<file path="config.mk">
export PLATFORM = sky130hd
export DESIGN_NAME = sdct_ctrl_flat
export DESIGN_NICKNAME = d
export VERILOG_FILES = /design/src/rtl/sdct_pkg.sv /design/src/rtl/sdct_if.sv /design/src/rtl/sdct_ctrl.sv /design/src/flat_wrapper.sv
export VERILOG_INCLUDE_DIRS = /design/src /design/src/rtl
export SDC_FILE = /design/constraint.sdc
export NUM_CORES = 1
export LEC_CHECK = 0
export CORE_ASPECT_RATIO = 0.6
export CORE_MARGIN = 3
export CORE_UTILIZATION = 55
export DETAILED_ROUTE_END_ITERATION = 12
export DONT_BUFFER_PORTS = 1
export GPL_TIMING_DRIVEN = 1
export PLACE_DENSITY_LB_ADDON = 0.25
export SETUP_SLACK_MARGIN = 0.3
export SLEW_MARGIN = 20
export SYNTH_ARGS = -nofsm -noshare
export SYNTH_HDL_FRONTEND = slang
export SYNTH_SLANG_ARGS = --single-unit
</file>
<file path="constraint.sdc">
create_clock -name sys_clk -period 7.65 [get_ports sys_clk]
set_input_delay 0.3825 -clock sys_clk [delete_from_list [all_inputs] [get_ports sys_clk]]
set_output_delay 0.3825 -clock sys_clk [all_outputs]
set_load 0.03 [all_outputs]
</file>
<file path="src/rtl/sdct_params.svh">
`ifndef SDCT_PARAMS_SVH
`define SDCT_PARAMS_SVH
// Clock periods in ns
`define SDCT_SYS_PERIOD_NS    40
`define SDCT_LINK_PERIOD_NS   80
// Timing minimums in ns, the last two in clock cycles
`define SDCT_RAS_NS           35
`define SDCT_WR_NS            15
`define SDCT_RFC_NS           160
`define SDCT_REFPDEN_NS       40
`define SDCT_XPDLL_NS         24
`define SDCT_XPDLL_CK         10
`define SDCT_WR_DLLOFF_CK     4
// Refresh interval in ns
`define SDCT_REFI_NS          7812
`define SDCT_REF_BURST        9
`define SDCT_REF_WIN_NS       70300
// Write recovery start offsets after write latency
`define SDCT_WRS_FULL         4
`define SDCT_WRS_CHOP         2
// Clock divider half period for the link clock
`define SDCT_LINK_DIV         1
`define SDCT_RESET_HOLD       8
`endif

</file>
<file path="src/rtl/sdct_pkg.sv">
package sdct_pkg;
  typedef enum logic [2:0] {
    SDCT_NOP, SDCT_ACT, SDCT_RD, SDCT_READ_WITH_AUTOPRECHARGE, SDCT_WR, SDCT_WRAP, SDCT_REF, SDCT_PREA
  } sdct_cmd_t;
  typedef enum logic [1:0] {
    SDCT_BURST_LEN_EIGHT, SDCT_BURST_CHOP_FOUR, SDCT_ON_THE_FLY_SELECT
  } sdct_burst_t;
  // Round-up and round-down conversions of ns to cycles
  function automatic int sdct_ru(input int ns, input int per);
    int r;
    r = (ns + per - 1) / per;
    return (r < 1) ? 1 : r;
  endfunction
  function automatic int sdct_rd(input int ns, input int per);
    int r;
    r = ns / per;
    return (r < 1) ? 1 : r;
  endfunction
endpackage

</file>
<file path="src/rtl/sdct_if.sv">
`timescale 1ns/1ps
`default_nettype none
interface sdct_if;
  logic                link_clk;
  logic                device_reset_low;
  logic                clock_enable_pin;
  sdct_pkg::sdct_cmd_t cmd;
  logic [2:0]          bank;
  logic                chop;
  logic                strobe_window;
  logic                wr_recovery_start;
  modport ctrl (output link_clk, device_reset_low, clock_enable_pin, cmd, bank, chop,
                input strobe_window, wr_recovery_start);
  modport dev  (input link_clk, device_reset_low, clock_enable_pin, cmd, bank, chop,
                output strobe_window, wr_recovery_start);
endinterface
`default_nettype wire

</file>
<file path="src/rtl/sdct_ctrl.sv">
`timescale 1ns/1ps
`default_nettype none
`include "sdct_params.svh"
//------------------------------------------------------------
//------------------------------------------------------------
module sdct_ctrl #(
  parameter int REFI_CK = sdct_pkg::sdct_rd(`SDCT_REFI_NS, `SDCT_SYS_PERIOD_NS)
) (
  // System
  input  wire logic                sys_clk,
  input  wire logic                sys_rst,
  // User requests
  input  wire logic                req_valid,
  input  wire sdct_pkg::sdct_cmd_t req_cmd,
  input  wire logic [2:0]          req_bank,
  input  wire logic                req_chop,
  input  wire logic                hot,
  input  wire logic                dll_disabled,
  input  wire logic                latency_change,
  input  wire logic                powerdown_req,
  output logic                     req_ready,
  output logic                     in_powerdown,
  // Link
  sdct_if.ctrl                     link
);
  import sdct_pkg::*;
  // Cycles counted on sys_clk; ns minimums rounded up
  localparam int RAS_CK = sdct_ru(`SDCT_RAS_NS, `SDCT_SYS_PERIOD_NS);
  localparam int WR_CK  = sdct_ru(`SDCT_WR_NS, `SDCT_SYS_PERIOD_NS);
  localparam int WRD_CK = (WR_CK > `SDCT_WR_DLLOFF_CK) ? WR_CK : `SDCT_WR_DLLOFF_CK;
  localparam int XP_CK0 = sdct_ru(`SDCT_XPDLL_NS, `SDCT_SYS_PERIOD_NS);
  localparam int XP_CK  = (XP_CK0 > `SDCT_XPDLL_CK) ? XP_CK0 : `SDCT_XPDLL_CK;
  localparam int RFC_CK = sdct_ru(`SDCT_RFC_NS, `SDCT_SYS_PERIOD_NS);
  localparam int RPD_CK = sdct_ru(`SDCT_REFPDEN_NS, `SDCT_SYS_PERIOD_NS);
  localparam int LINKSCALE = `SDCT_LINK_PERIOD_NS / `SDCT_SYS_PERIOD_NS;
  typedef struct packed {
    logic [3:0]      rst_cnt;
    logic            div;
    logic            link_edge;
    logic            cke;
    logic [15:0]     refi;
    logic [3:0]      owed;
    logic [7:0]      xp;
    logic [7:0]      rfc;
    logic [7:0]      rpd;
    logic            prea_due;
    logic [7:0][7:0] ras;
    logic [7:0][7:0] wr;
    sdct_cmd_t       cmd;
    logic [2:0]      bank;
    logic            chop;
  } sdct_ctrl_t;
  sdct_ctrl_t st;
  sdct_ctrl_t next_st;
  logic       busy;
  logic       reads;
  function automatic logic [7:0] sdct_dec(input logic [7:0] v);
    return (v != 8'h00) ? v - 8'h01 : 8'h00;
  endfunction
  always_comb begin
    reads = (req_cmd == SDCT_RD) || (req_cmd == SDCT_READ_WITH_AUTOPRECHARGE);
    // Locked-DLL wait, refresh spacing, bank counters
    busy  = (reads && st.xp != 8'h00) || (st.rfc != 8'h00) || st.prea_due
            || (req_cmd == SDCT_PREA && (st.ras[req_bank] != 8'h00 || st.wr[req_bank] != 8'h00))
            || (st.rst_cnt != 4'h0) || !st.cke;
  end
  assign req_ready = st.link_edge && !busy && (st.owed == 4'h0 || req_cmd == SDCT_REF);
  always_comb begin
    next_st = st;
    next_st.div       = ~st.div;
    next_st.link_edge = ~st.div;
    if (st.rst_cnt != 4'h0) next_st.rst_cnt = st.rst_cnt - 4'h1;
    next_st.xp  = sdct_dec(st.xp);
    next_st.rfc = sdct_dec(st.rfc);
    next_st.rpd = sdct_dec(st.rpd);
    for (int b = 0; b < 8; b++) begin
      next_st.ras[b] = sdct_dec(st.ras[b]);
      next_st.wr[b]  = sdct_dec(st.wr[b]);
    end
    // Refresh interval, halved when hot
    if (st.refi == 16'h0000) begin
      next_st.refi = hot ? 16'(REFI_CK / 2 - 1) : 16'(REFI_CK - 1);
      // Owed count capped so nine fit the window
      if (st.owed < 4'(`SDCT_REF_BURST - 1)) next_st.owed = st.owed + 4'h1;
    end else begin
      next_st.refi = st.refi - 16'h0001;
    end
    // Latency change reloads locked exit delay
    if (latency_change) next_st.xp = 8'(XP_CK);
    if (st.link_edge) begin
      next_st.cmd = SDCT_NOP;
      if (st.prea_due && st.rfc == 8'h00) begin
        // Slow clock rate: precharge-all follows refresh
        next_st.cmd      = SDCT_PREA;
        next_st.prea_due = 1'b0;
      end else if (!st.cke) begin
        if (!powerdown_req) begin
          next_st.cke = 1'b1;
          next_st.xp  = 8'(XP_CK);
        end
      end else if (powerdown_req && st.rpd == 8'h00 && st.rfc == 8'h00 && st.xp == 8'h00) begin
        // Power-down after refresh spacing and exit delay
        next_st.cke = 1'b0;
      end else if (st.owed != 4'h0 && st.rfc == 8'h00 && st.rst_cnt == 4'h0) begin
        // Owed refresh issued ahead of user requests
        next_st.cmd      = SDCT_REF;
        next_st.rfc      = 8'(RFC_CK);
        next_st.rpd      = 8'(RPD_CK);
        next_st.prea_due = (`SDCT_SYS_PERIOD_NS * LINKSCALE > `SDCT_SYS_PERIOD_NS);
        next_st.owed     = st.owed - 4'h1;
      end else if (req_valid && req_ready) begin
        next_st.cmd  = req_cmd;
        next_st.bank = req_bank;
        next_st.chop = req_chop;
        case (req_cmd)
          SDCT_ACT: next_st.ras[req_bank] = 8'(RAS_CK);
          SDCT_WR, SDCT_WRAP: begin
            // DLL-off recovery uses larger of 4CK and 15ns
            next_st.wr[req_bank] = dll_disabled ? 8'(WRD_CK * LINKSCALE) : 8'(WR_CK);
          end
          SDCT_REF: begin
            next_st.rfc      = 8'(RFC_CK);
            next_st.rpd      = 8'(RPD_CK);
            next_st.prea_due = (`SDCT_SYS_PERIOD_NS * LINKSCALE > `SDCT_SYS_PERIOD_NS);
            if (st.owed != 4'h0) next_st.owed = st.owed - 4'h1;
          end
          default: begin
          end
        endcase
      end
    end
    if (sys_rst) begin
      next_st          = '0;
      next_st.rst_cnt  = 4'(`SDCT_RESET_HOLD);
      next_st.cke      = 1'b1;
      next_st.cmd      = SDCT_NOP;
      next_st.refi     = 16'(REFI_CK - 1);
    end
  end
  always_ff @(posedge sys_clk) begin
    st <= next_st;
  end
  // Reset held low until hold count expires
  assign link.device_reset_low = (st.rst_cnt == 4'h0);
  assign link.link_clk         = st.div;
  assign link.clock_enable_pin = st.cke;
  assign link.cmd              = st.cmd;
  assign link.bank             = st.bank;
  assign link.chop             = st.chop;
  assign in_powerdown          = !st.cke;
endmodule
`default_nettype wire

</file>
<file path="src/flat_wrapper.sv">
// flat-port wrapper written by rule: the top's interface ports become plain ports
module sdct_ctrl_flat import sdct_pkg::*;
#(
  parameter int REFI_CK = sdct_pkg::sdct_rd(`SDCT_REFI_NS, `SDCT_SYS_PERIOD_NS)
)
  (sys_clk, sys_rst, req_valid, req_cmd, req_bank, req_chop, hot, dll_disabled, latency_change, powerdown_req, req_ready, in_powerdown, link_link_clk, link_device_reset_low, link_clock_enable_pin, link_cmd, link_bank, link_chop, link_strobe_window, link_wr_recovery_start);
  sdct_if link_i ();
  input  wire logic sys_clk;
  input  wire logic sys_rst;
  input  wire logic req_valid;
  input  wire sdct_pkg::sdct_cmd_t req_cmd;
  input  wire logic [2:0] req_bank;
  input  wire logic req_chop;
  input  wire logic hot;
  input  wire logic dll_disabled;
  input  wire logic latency_change;
  input  wire logic powerdown_req;
  output logic req_ready;
  output logic in_powerdown;
  output wire logic [$bits(link_i.link_clk)-1:0] link_link_clk;
  output wire logic [$bits(link_i.device_reset_low)-1:0] link_device_reset_low;
  output wire logic [$bits(link_i.clock_enable_pin)-1:0] link_clock_enable_pin;
  output wire logic [$bits(link_i.cmd)-1:0] link_cmd;
  output wire logic [$bits(link_i.bank)-1:0] link_bank;
  output wire logic [$bits(link_i.chop)-1:0] link_chop;
  input wire logic [$bits(link_i.strobe_window)-1:0] link_strobe_window;
  input wire logic [$bits(link_i.wr_recovery_start)-1:0] link_wr_recovery_start;
  assign link_link_clk = link_i.link_clk;
  assign link_device_reset_low = link_i.device_reset_low;
  assign link_clock_enable_pin = link_i.clock_enable_pin;
  assign link_cmd = link_i.cmd;
  assign link_bank = link_i.bank;
  assign link_chop = link_i.chop;
  assign link_i.strobe_window = link_strobe_window;
  assign link_i.wr_recovery_start = link_wr_recovery_start;
  sdct_ctrl #(.REFI_CK(REFI_CK)) u_core (.sys_clk(sys_clk), .sys_rst(sys_rst), .req_valid(req_valid), .req_cmd(req_cmd), .req_bank(req_bank), .req_chop(req_chop), .hot(hot), .dll_disabled(dll_disabled), .latency_change(latency_change), .powerdown_req(powerdown_req), .req_ready(req_ready), .in_powerdown(in_powerdown), .link(link_i));
endmodule
</file>
# After elaboration in Yosys (flattened, before gate mapping)
# Index checks and enable logic that the tools add are counted.
# word_totals
register_bits	186
inputBits	16
out_inout_bits	12
word_cells	186
# op_classes
n_addsub	23
magnitude_cmp	3
eq_ne	8
mux	59
bitwise	7
n_reduce_logical	58
# op_table
cell	n
$mux W152	3
$mux W128	2
$mux W8	26
$reduce_bool A8 Y1	21
$mux W164	1
$sub A8 B1 Y8 const B	19
$mux W64	2
$bwmux W64	1
$and A56 B56 Y56	1
$not A56 Y56	1
$bmux W8 S3	2
$mux W4	11
$mux W17	2
$mux W28	1
$demux W8 S3	1
$logic_not A8 Y1	3
$logic_not A16 Y1	1
$mux W16	1
$sub A16 B1 Y16 const B	1
$eq A3 B3 Y1 const B	4
$logic_and A1 B1 Y1	12
$logic_not A4 Y1	2
$logic_or A1 B1 Y1	8
$or A8 B8 Y8	1
19 further kinds	31

# Depth between registers and ports, before layout
# Gate-level depths: netlist (run 1).
# logic_depth
ltp_word	18
depth_mapped	11
depth_no_buf	9

# Worst setup path after synthesis (run 1)
# OpenSTA, ideal clock, no wires.
# synth_timing
path_type	in2out
startpoint	input req_bank[0]
endpoint	output req_ready
arrival_time_ns	2.749
t_required_ns	7.267
setup_slack_ns	4.519
cell_stages	9
path_buffers	2
path_cell_list	clkbuf_1 buf_2 nor3_1 nor3_1 nor4_1 nand4b_1 a2111oi_0 o2111ai_1 a221oi_1
# synth_via
elab_chain_cells	11
# synth_rtl
element	line	rtl
from (decl)	flat_wrapper.sv:12	input wire logic [2:0] req_bank;
$bmux W8 S3	sdct_ctrl.sv:64	|| (req_cmd == SDCT_PREA && (st.ras[req_bank] != 8'h00 || st.wr[req_bank] != 8'h00))
$mux W8 (not written as such)	sdct_ctrl.sv:64	
$reduce_bool A8 Y1	sdct_ctrl.sv:64	
$logic_or A1 B1 Y1 (*)	sdct_ctrl.sv:64	
$logic_and A1 B1 Y1 (*)	sdct_ctrl.sv:64	
$logic_or A1 B1 Y1 (*)	sdct_ctrl.sv:64	
$logic_or A1 B1 Y1 (*) (2 in a row)	sdct_ctrl.sv:65	|| (st.rst_cnt != 4'h0) || !st.cke;
$logic_not A1 Y1 (*)	sdct_ctrl.sv:67	assign req_ready = st.link_edge && !busy && (st.owed == 4'h0 || req_cmd == SDCT_REF);
$logic_and A1 B1 Y1 (*) (2 in a row)	sdct_ctrl.sv:67	
to (decl)	flat_wrapper.sv:18	output logic req_ready;
# Every way passes the cells marked *; elsewhere a longest branch is shown, timed or not. The select of a mux whose other input is x is not followed.

# Worst setup path in the final report (run 1)
# layout_timing
startpoint	register u_core.st[31] (netlist bit)
endpoint	output req_ready
# layout_via
elab_chain_cells	11
# layout_rtl
element	line	rtl
from (decl)	sdct_ctrl.sv:53	sdct_ctrl_t st;
from (signal assigned)	sdct_ctrl.sv:141	st <= next_st;
$bmux W8 S3	sdct_ctrl.sv:64	
$mux W8 (not written as such)	sdct_ctrl.sv:64	
$reduce_bool A8 Y1	sdct_ctrl.sv:64	
$logic_or A1 B1 Y1	sdct_ctrl.sv:64	
$logic_and A1 B1 Y1	sdct_ctrl.sv:64	
$logic_or A1 B1 Y1	sdct_ctrl.sv:64	
$logic_or A1 B1 Y1 (2 in a row)	sdct_ctrl.sv:65	
$logic_not A1 Y1	sdct_ctrl.sv:67	
$logic_and A1 B1 Y1 (2 in a row)	sdct_ctrl.sv:67	
# No other way between the ends. The select of a mux whose other input is x is not followed.

==> run metrics, run 1 <==
reg2reg setup slack=4.44 ns; syn_nets=1,159; first-pass GRT wire length=34,500 microns; Slew @ Worst Pin=1.12 ns; Starting DRT DRC Count=584; largest net degree at the start of global routing=40; post-CTS setup buffer count=0; non-filler cells, final=1,331; Core Region=0.0158 sq mm; Critical-path top delay cell=a221oi_1; worst setup margin=3.79 ns; Post-DP HPWL=14,700 microns; number of global-route vias before repair=6,780; Clock power frac=20.1%; hold endpoint=u_core.link.link_clk; hold depth=1; final setup vio count=0; # diodes=0; setup TNS=0 ns; Final ANT Viol Nets=0; final WL=20,500 microns; TritonCTS buffer count=17; Switch Pwr=1720 uW; Final Critical Period=3.86 ns; post-synthesis average cell area=8.28 sq um; Main synth FF type=dfxtp_1; total number of vias=7,342; CTS Buffer Depth=2; RePlAce Congestion=0.901; Sw Share=40.0%; FP Rows=35; Hold Crit Start=sys_rst; Startpoint Class=register; Starting Density=57.8%; asr flop ratio synth=0%; status=finished clean; CTS HTree Levels=4; CP Max Fanout=4; number of flops mapped to enable cells by yosys=0; Via density=5.52; pwr dens=435 mW/mm^2; post-CTS sizing=0; Die Ht=106 microns; Initial DRT Pass Iterations=5; worst r2r dst=u_core.st[84]; crit-path max cell delay=0.96 ns; Synth Register Bits=186; CTS sink count=186; Comb pwr share=41.8%; Place WS=4.28 ns; Internal=2570 uW; drt drc=0; Worst IR Drop VDD=0.000250 V; Synth area leader=dfxtp_1; Clock Latency Late Sink=0.43 ns; CTS tree=built; Synth area leaders=dfxtp_1 41%, nor2_1 10%, xnor2_1 7.2%; dpl cells=1,300; met1 GRT Util=37.3%; Rel. slew slack=36.0%; Slew Limit Fails=0; mapped cell area=0.00913 sq mm; met2 capacity usage during global routing=32.3%; GRT Overall Usage=23.6%; DIE AREA=0.0182 sq mm; Worst Setup End Kind=primary output; port bufs=0; Pleak=0.00391 uW; CTS clock-pin slew for the worst setup and hold paths=0.07 ns; Fill cells=1,352; post-synthesis sequential area ratio=40.8%; Worst EP arrival=3.48 ns; gr busiest metal=met1; hold-fix buffers at CTS=0; most frequent cell after synthesis=nor2_1; CP cell instances=nor3_1 -> mux2i_1 -> a211oi_1 -> nor3_1 -> a2111oi_0 -> o2111ai_1 -> a221oi_1; grt total ovfl=0; met3 Usage GRT=5.28%; drt wl/cell=15.4 microns; initial antenna violation count=0; reg2reg start=u_core.st[183]; R2R depth=9; Top Ports=28; Seq pwr share=38.2%; Fmax achieved=259 MHz; class of the worst hold path=in -> reg; worst clock skew=0.0124 ns; nets=1,153; Cells after Synth=1,103; most frequent cell on the critical path=nor3_1; FF/Latch Area=0.00372 sq mm; Multi-input gate area=0.00504 sq mm; CTS root buffer=clkbuf_16; Hold Vio Cnt, Final=0; fraction of layout cells with a size suffix above 1=5.50%; CP Data Required Time=7.27 ns; RSZ-0062 raised after global routing=no; max cap viols=0; post-synthesis cell type count=65; WS Path Type=reg -> out; share of the synthesized area in the top cell type=40.8%; Die W=172 microns; total number of yosys warnings=0; Hold WS=0.0341 ns; Synth top cells by count=245 x nor2_1, 186 x dfxtp_1, 92 x nand2_1; crit share post-route=50.5%; post-layout util=62.3%; Layout area overhead=7.92%
placed cells by master, fill, tap and decap left out, types with 9 or more instances in the layout:
master,count
ha_1,40
dfxtp_1,186
clkbuf_16,17
a31oi_1,9
nor2_1,245
inv_1,63
xnor2_1,75
nand2_1,92
a21oi_1,21
o21ai_0,22
nor3_1,59
xor2_1,47
nand3_1,27
nand2b_1,27
nor4_1,32
state kept, by name, indices dropped and copies added, names as in the netlist:
register and count:
u_core.st 177, u_core.link.bank 3, u_core.link.cmd 3, u_core.link.chop 1, u_core.link.clock_enable_pin 1, u_core.link.link_clk 1
power groups by stage:
stage | Combinational (uW) | Sequential (uW) | Clock (uW)
3_3_place_gp | 1730 | 1640 | 0
2_1_floorplan | 1510 | 1550 | 0
3_5_place_dp | 1770 | 1640 | 0
6_report | 1790 | 1640 | 861
5_1_grt | 2050 | 1690 | 918
4_1_cts | 1790 | 1630 | 875
critical path: cells and delay by family (launching register included):
| kind | cells | cell delay [ns] |
|---|---|---|
| flip-flops | 1 | 0.33 |
| AND/OR/NAND/NOR | 2 | 0.66 |
| AO/OA/AOI/OAI | 4 | 1.87 |
| multiplexers | 1 | 0.18 |
cell families (layout without fill, tap and decap cells):
family	Yosys count	in the layout	share of synthesized area, %
xor gates and xnor gates	122	122	11.7
AOI/OAI and AO/OA	111	111	8.30
adders and majority gates	40	40	5.48
and+or+nand+nor	541	541	27.9
muxes	13	13	1.74
buffers and inverters	90	96	4.07
DFF	186	186	40.8
metrics by stage:
step / power [uW] / cell area (sq um)
CTS: 4290 / 9850
detailed placement: 3410 / 9290
finish: 4290 / 9850
floorplan: 3050 / 9130
global route: 4660 / 9850
global placement: 3370 / 9290
how the worst max path moves through the flow:
| stage | from | to |
|---|---|---|
| 6_report | u_core.st[31] | req_ready |
| 4_1_cts | u_core.st[31] | req_ready |
| 5_1_grt | u_core.st[31] | req_ready |
| 3_5_place_dp | u_core.st[31] | req_ready |
| 3_3_place_gp | u_core.st[31] | req_ready |
| 2_1_floorplan | req_bank[0] | req_ready |
final cells by class:
class | instances | area share (%)
clock inverters | 12 | 1.18
repair buffers | 1 | 0.0762
well taps | 222 | 2.82
clock buffers | 19 | 4.60
flip-flops and latches | 186 | 37.8
inverters | 64 | 2.44
multi-input cells | 827 | 51.1
routing by layer:
metal / vias to the layer above / part of all wire, %
met5: - / 0
met2: 212 / 39
met1: 3395 / 53
met3: 15 / 7.5
met4: 0 / 0.73
li1: 3720 / -
No activity file was read; power rests on OpenSTA's default activity.
==> run 2, diff against run 1 <==
Clock period 7.65 ns to 3.95 ns, I/O delays scaled along.
==> run metrics, run 2 (synthesized netlist as in run 1, its figures left out) <==
status=finished clean (unchanged); Switch Pwr=3380 uW (was 1720 uW); Cell Area, Placed=0.00931 sq mm (was 0.00929 sq mm); post-CTS sizing=0 (unchanged); Layout area overhead=10.3% (was 7.92%); Seq pwr share=37.1% (was 38.2%); CTS Buffer Depth=2 (unchanged); CTS tree=built (unchanged); Slew Limit Fails=0 (unchanged); total number of vias=7,480 (was 7,342); Die W=172 microns (unchanged); Rel. slew slack=60.2% (was 36.0%); class of the worst hold path=in -> reg (unchanged); Sw Share=39.5% (was 40.0%); Hold Crit Start=req_cmd[2] (was sys_rst); Slew @ Worst Pin=0.592 ns (was 1.12 ns); RSZ-0062 raised after global routing=no (unchanged); Most flops, register=u_core.st (unchanged); number of global-route vias before repair=7,021 (was 6,780); DIE AREA=0.0182 sq mm (unchanged); # diodes=0 (unchanged); fraction of layout cells with a size suffix above 1=5.78% (was 5.50%); initial antenna violation count=0 (unchanged); RePlAce Congestion=0.885 (was 0.901); Top Ports=28 (unchanged); Via density=5.55 (was 5.52); largest net degree at the start of global routing=40 (unchanged); CTS HTree Levels=4 (unchanged); reg2reg start=u_core.st[183] (unchanged); GRT Overall Usage=24.3% (was 23.6%); Worst EP arrival=3.19 ns (was 3.48 ns); R2R depth=9 (unchanged); max reg flops=177 (unchanged); Starting DRT DRC Count=696 (was 584); first-pass GRT wire length=35,500 microns (was 34,500 microns); nets=1,168 (was 1,153); FP Rows=35 (unchanged); hold depth=2 (was 1); crit share post-route=85.8%; Critical path origin=u_core.st[31] (unchanged); drt wl/cell=15.9 microns (was 15.4 microns); worst clock skew=0.00906 ns (was 0.0124 ns); Comb pwr share=41.4% (was 41.8%); Clock power frac=21.5% (was 20.1%); TritonCTS buffer count=17 (unchanged); Final ANT Viol Nets=0 (unchanged); final setup vio count=0 (unchanged); Final Critical Period=3.39 ns; drt drc=0 (unchanged); CTS root buffer=clkbuf_16 (unchanged); Die Ht=106 microns (unchanged); pwr dens=849 mW/mm^2 (was 435 mW/mm^2); commonest non-fill, non-tap cell in the layout=nor2_1 (unchanged); Hold Vio Cnt, Final=0 (unchanged); Clock Latency Late Sink=0.43 ns (about the same); grt total ovfl=0 (unchanged); Startpoint Class=register (unchanged); port bufs=0 (unchanged); CP Data Required Time=3.75 ns (was 7.27 ns); CTS clock-pin slew for the worst setup and hold paths=0.07 ns (about the same); Post-DP HPWL=14,800 microns (was 14,700 microns); Internal=5170 uW (was 2570 uW); Initial DRT Pass Iterations=7 (was 5); CTS sink count=186 (unchanged); final WL=21,400 microns (was 20,500 microns); Starting Density=57.8% (unchanged); CP Max Fanout=4 (unchanged); setup TNS=0 ns (unchanged); Pleak=0.00402 uW (was 0.00391 uW); WS Path Type=reg -> out (unchanged); Fmax achieved=295 MHz; cell area after layout=0.0101 sq mm (was 0.00985 sq mm); most frequent cells in the layout=245 x nor2_1, 186 x dfxtp_1, 92 x nand2_1 (unchanged); max cap viols=0 (unchanged); Worst IR Drop VDD=0.000498 V (was 0.000250 V); Core Region=0.0158 sq mm (unchanged); Worst Setup End Kind=primary output (unchanged)
[run 2: final timing paths]
path                            slack, ns             end
worst max register to register       0.84  u_core.st[100]
worst max-delay path                 0.56       req_ready
worst min-delay path                 0.04   u_core.st[26]
worst min register to register       0.45  u_core.st[144]
[run 2: timing repair]
item,4_1_cts,5_1_grt
hold endpoints to repair,31,0
hold buffers,12,0
buffers inserted,0,0
[run 2: per-stage QoR]
stage / utilization (%) / std cells / setup slack [ns] / power, uW / hold slack, ns
3_3_place_gp: 58.9 / 1303 / 0.998 / 6520 / 0.278
5_1_grt: 63.7 / 1347 / 0.336 / 9250 / 0.0497
4_1_cts: 63.7 / 1347 / 0.576 / 8520 / 0.0215
3_5_place_dp: 58.9 / 1303 / 0.939 / 6620 / 0.281
2_1_floorplan: - / 1103 / 1.19 / 5920 / 0.340
6_report: 63.7 / 1347 / 0.559 / 8550 / 0.0394
[run 2: layout make-up]
type / count / area [sq um]
clock buffers: 19 / 443
well taps: 222 / 278
multi-input cells: 827 / 5040
clock inverters: 13 / 190
repair buffers: 16 / 160
fillers: 1320 / 5740
inverters: 64 / 240
flip-flops and latches: 186 / 3720
[run 2: worst max-delay path, cell delays in order (launching register included)]
cell       delay [ns]
dfxtp_1          0.32
nor3_1           0.52
mux2i_1          0.19
a211oi_1         0.44
nor3_1           0.12
a2111oi_0        0.38
o2111ai_1        0.23
a221oi_1         0.34
buf_4            0.22
[run 2: per-layer routing]
metal | wire length (microns) | global-route usage (%)
met5 | 0 | 0
met1 | 10900 | 36.9
met3 | 1500 | 5.28
met4 | 323 | 6.89
met2 | 8670 | 34.4
[run 2: power groups by stage]
stage / Clock [uW] / Combinational (uW) / Sequential, uW
after CTS: 1860 / 3520 / 3140
final: 1840 / 3540 / 3170
after global routing: 1930 / 4070 / 3250
after global placement: 0 / 3360 / 3170
after detailed placement: 0 / 3450 / 3170
after floorplan: 0 / 2920 / 3000
==> run 3, diff against run 2 <==
Settings changed: CELL_PAD_IN_SITES_DETAIL_PLACEMENT from default to 2, CELL_PAD_IN_SITES_GLOBAL_PLACEMENT from default to 2, CORE_UTILIZATION 55 to 39.
==> run metrics, run 3 (synthesized netlist as in run 1, its figures left out) <==
status=finished clean (unchanged); port bufs=0 (unchanged); Hold Crit Start=sys_rst (was req_cmd[2]); Fmax achieved=300 MHz (was 295 MHz); Via density=5.48 (was 5.55); Top Ports=28 (unchanged); Clock Latency Late Sink=0.46 ns (was 0.43 ns); Worst EP arrival=3.14 ns (was 3.19 ns); Final ANT Viol Nets=0 (unchanged); crit share post-route=84.4% (was 85.8%); Worst Setup End Kind=primary output (unchanged); max cap viols=0 (unchanged); GRT Overall Usage=24.6% (was 24.3%); final setup vio count=0 (unchanged); RePlAce Congestion=0.806 (was 0.885); Slew Limit Fails=0 (unchanged); CTS tree=built (unchanged); Die Ht=125 microns (was 106 microns); crit-path max cell delay=0.62 ns (was 0.52 ns); Die W=204 microns (was 172 microns); Final Critical Period=3.33 ns (was 3.39 ns); worst r2r dst=u_core.st[132] (was u_core.st[100]); CP Data Required Time=3.75 ns (about the same); total number of vias=7,868 (was 7,480); CTS sink count=186 (unchanged); fraction of layout cells with a size suffix above 1=5.95% (was 5.78%); initial antenna violation count=1 (was 0); commonest non-fill, non-tap cell in the layout=nor2_1 (unchanged); Critical-path top delay cell=o311ai_0 (was nor3_1); most frequent cells in the layout=245 x nor2_1, 186 x dfxtp_1, 92 x nand2_1 (unchanged); R2R depth=9 (unchanged); drt drc=0 (unchanged); FP Rows=42 (was 35); post-CTS setup buffer count=0 (unchanged); nets=1,169 (was 1,168); total power=8970 uW (was 8550 uW); CTS Buffer Depth=2 (unchanged); hold endpoint=u_core.st[185] (was u_core.st[26]); CP Max Fanout=4 (unchanged); Starting Density=40.6% (was 57.8%); max reg flops=177 (unchanged); WS Path Type=reg -> out (unchanged); Pleak=0.00401 uW (was 0.00402 uW); largest net degree at the start of global routing=40 (unchanged); Fill cells=2,545 (was 1,320); class of the worst hold path=in -> reg (unchanged); TritonCTS buffer count=17 (unchanged); CTS HTree Levels=4 (unchanged); Starting DRT DRC Count=410 (was 696); CTS root buffer=clkbuf_16 (unchanged); final WL=30,200 microns (was 21,400 microns); grt total ovfl=0 (unchanged); pwr dens=880 mW/mm^2 (was 849 mW/mm^2); Core Region=0.0225 sq mm (was 0.0158 sq mm); post-layout util=45.3% (was 63.7%); Slew @ Worst Pin=0.674 ns (was 0.592 ns); number of global-route vias before repair=8,430 (was 7,021); Layout area overhead=11.5% (was 10.3%); Most flops, register=u_core.st (unchanged); Initial DRT Pass Iterations=5 (was 7); RSZ-0062 raised after global routing=no (unchanged); reg2reg setup slack=0.68 ns (was 0.84 ns); setup TNS=0 ns (unchanged); worst clock skew=0.0126 ns (was 0.00906 ns); Startpoint Class=register (unchanged); reg2reg start=u_core.st[183] (unchanged); CP cell instances=o311ai_0 -> nor2_1 -> nor4_1 -> nand2_1 -> a2111oi_0 -> o2111ai_1 -> a221oi_1 -> buf_4 (was nor3_1 -> mux2i_1 -> a211oi_1 -> nor3_1 -> a2111oi_0 -> o2111ai_1 -> a221oi_1 -> buf_4); Post-DP HPWL=21,000 microns (was 14,800 microns); Rel. slew slack=54.5% (was 60.2%); first-pass GRT wire length=48,900 microns (was 35,500 microns); Hold Vio Cnt, Final=0 (unchanged); hold depth=2 (unchanged); drt wl/cell=21.1 microns (was 15.9 microns); CTS clock-pin slew for the worst setup and hold paths=0.07 ns (about the same); Worst IR Drop VDD=0.000311 V (was 0.000498 V); DIE AREA=0.0253 sq mm (was 0.0182 sq mm)
[run 3: cell count changes in the layout (fill, tap and decap cells not counted), sizes merged]
cell      before  now
buf            5    6
bufinv         4    3
clkbuf        19   22
clkinv         6    5
clkinvlp       1    3
diode          0    1
inv           66   63
[run 3: worst max path at each step]
stage | startpoint | end
finish | u_core.st[122] | req_ready
detailed placement | u_core.st[183] | u_core.st[91]
global placement | u_core.st[183] | u_core.st[123]
floorplan | req_bank[0] | req_ready
global route | u_core.st[183] | u_core.st[91]
CTS | u_core.st[39] | req_ready
[run 3: timing repair]
item                                    CTS  global route
endpoints found under the setup margin    0             1
gates resized for setup                   0             1
hold buffers                             12             0
endpoints found under the hold margin    32             0
[run 3: cell type report]
cell class / instances / area, sq um / area share, %
Multi-Input combinational cell: 827 / 5040 / 49.5
Sequential cell: 186 / 3720 / 36.6
Clock buffer: 22 / 484 / 4.75
Tap cell: 308 / 385 / 3.78
Inverter: 64 / 240 / 2.36
Timing Repair Buffer: 17 / 168 / 1.65
Clock inverter: 10 / 140 / 1.38
Antenna cell: 1 / 2.50 / 0.0246
[run 3: power breakdown]
part | switching, uW | internal [uW] | total [uW] | leakage (uW)
clock network | 795 | 1060 | 1860 | 0.000298
logic | 2250 | 1610 | 3870 | 0.00218
registers | 734 | 2510 | 3240 | 0.00153
[run 3: per-layer routing]
metal	GRT usage, %	wire [microns]	vias up
met5	0	0	-
met1	35.1	15400	3986
met4	5.46	327	0
li1	-	-	3752
met3	5.67	1160	26
met2	37.8	13400	104
[run 3: critical path: cells and delay by family, from the launching register on]
kind,cells,cell delay (ns)
AOI/OAI and AO/OA,4,1.56
and+or+nand+nor,3,0.56
DFF,1,0.34
buffers and inverters,1,0.23
[run 3: per-stage QoR]
| stage | setup WS [ns] | cell area, sq um | hold slack, ns | instances |
|---|---|---|---|---|
| detailed placement | 0.673 | 9420 | 0.283 | 1390 |
| finish | 0.616 | 10200 | 0.0312 | 1435 |
| floorplan | 1.19 | 9130 | 0.340 | 1103 |
| global route | 0.367 | 10200 | 0.0175 | 1435 |
| CTS | 0.485 | 10200 | 0.00135 | 1434 |
| global placement | 0.841 | 9420 | 0.281 | 1390 |
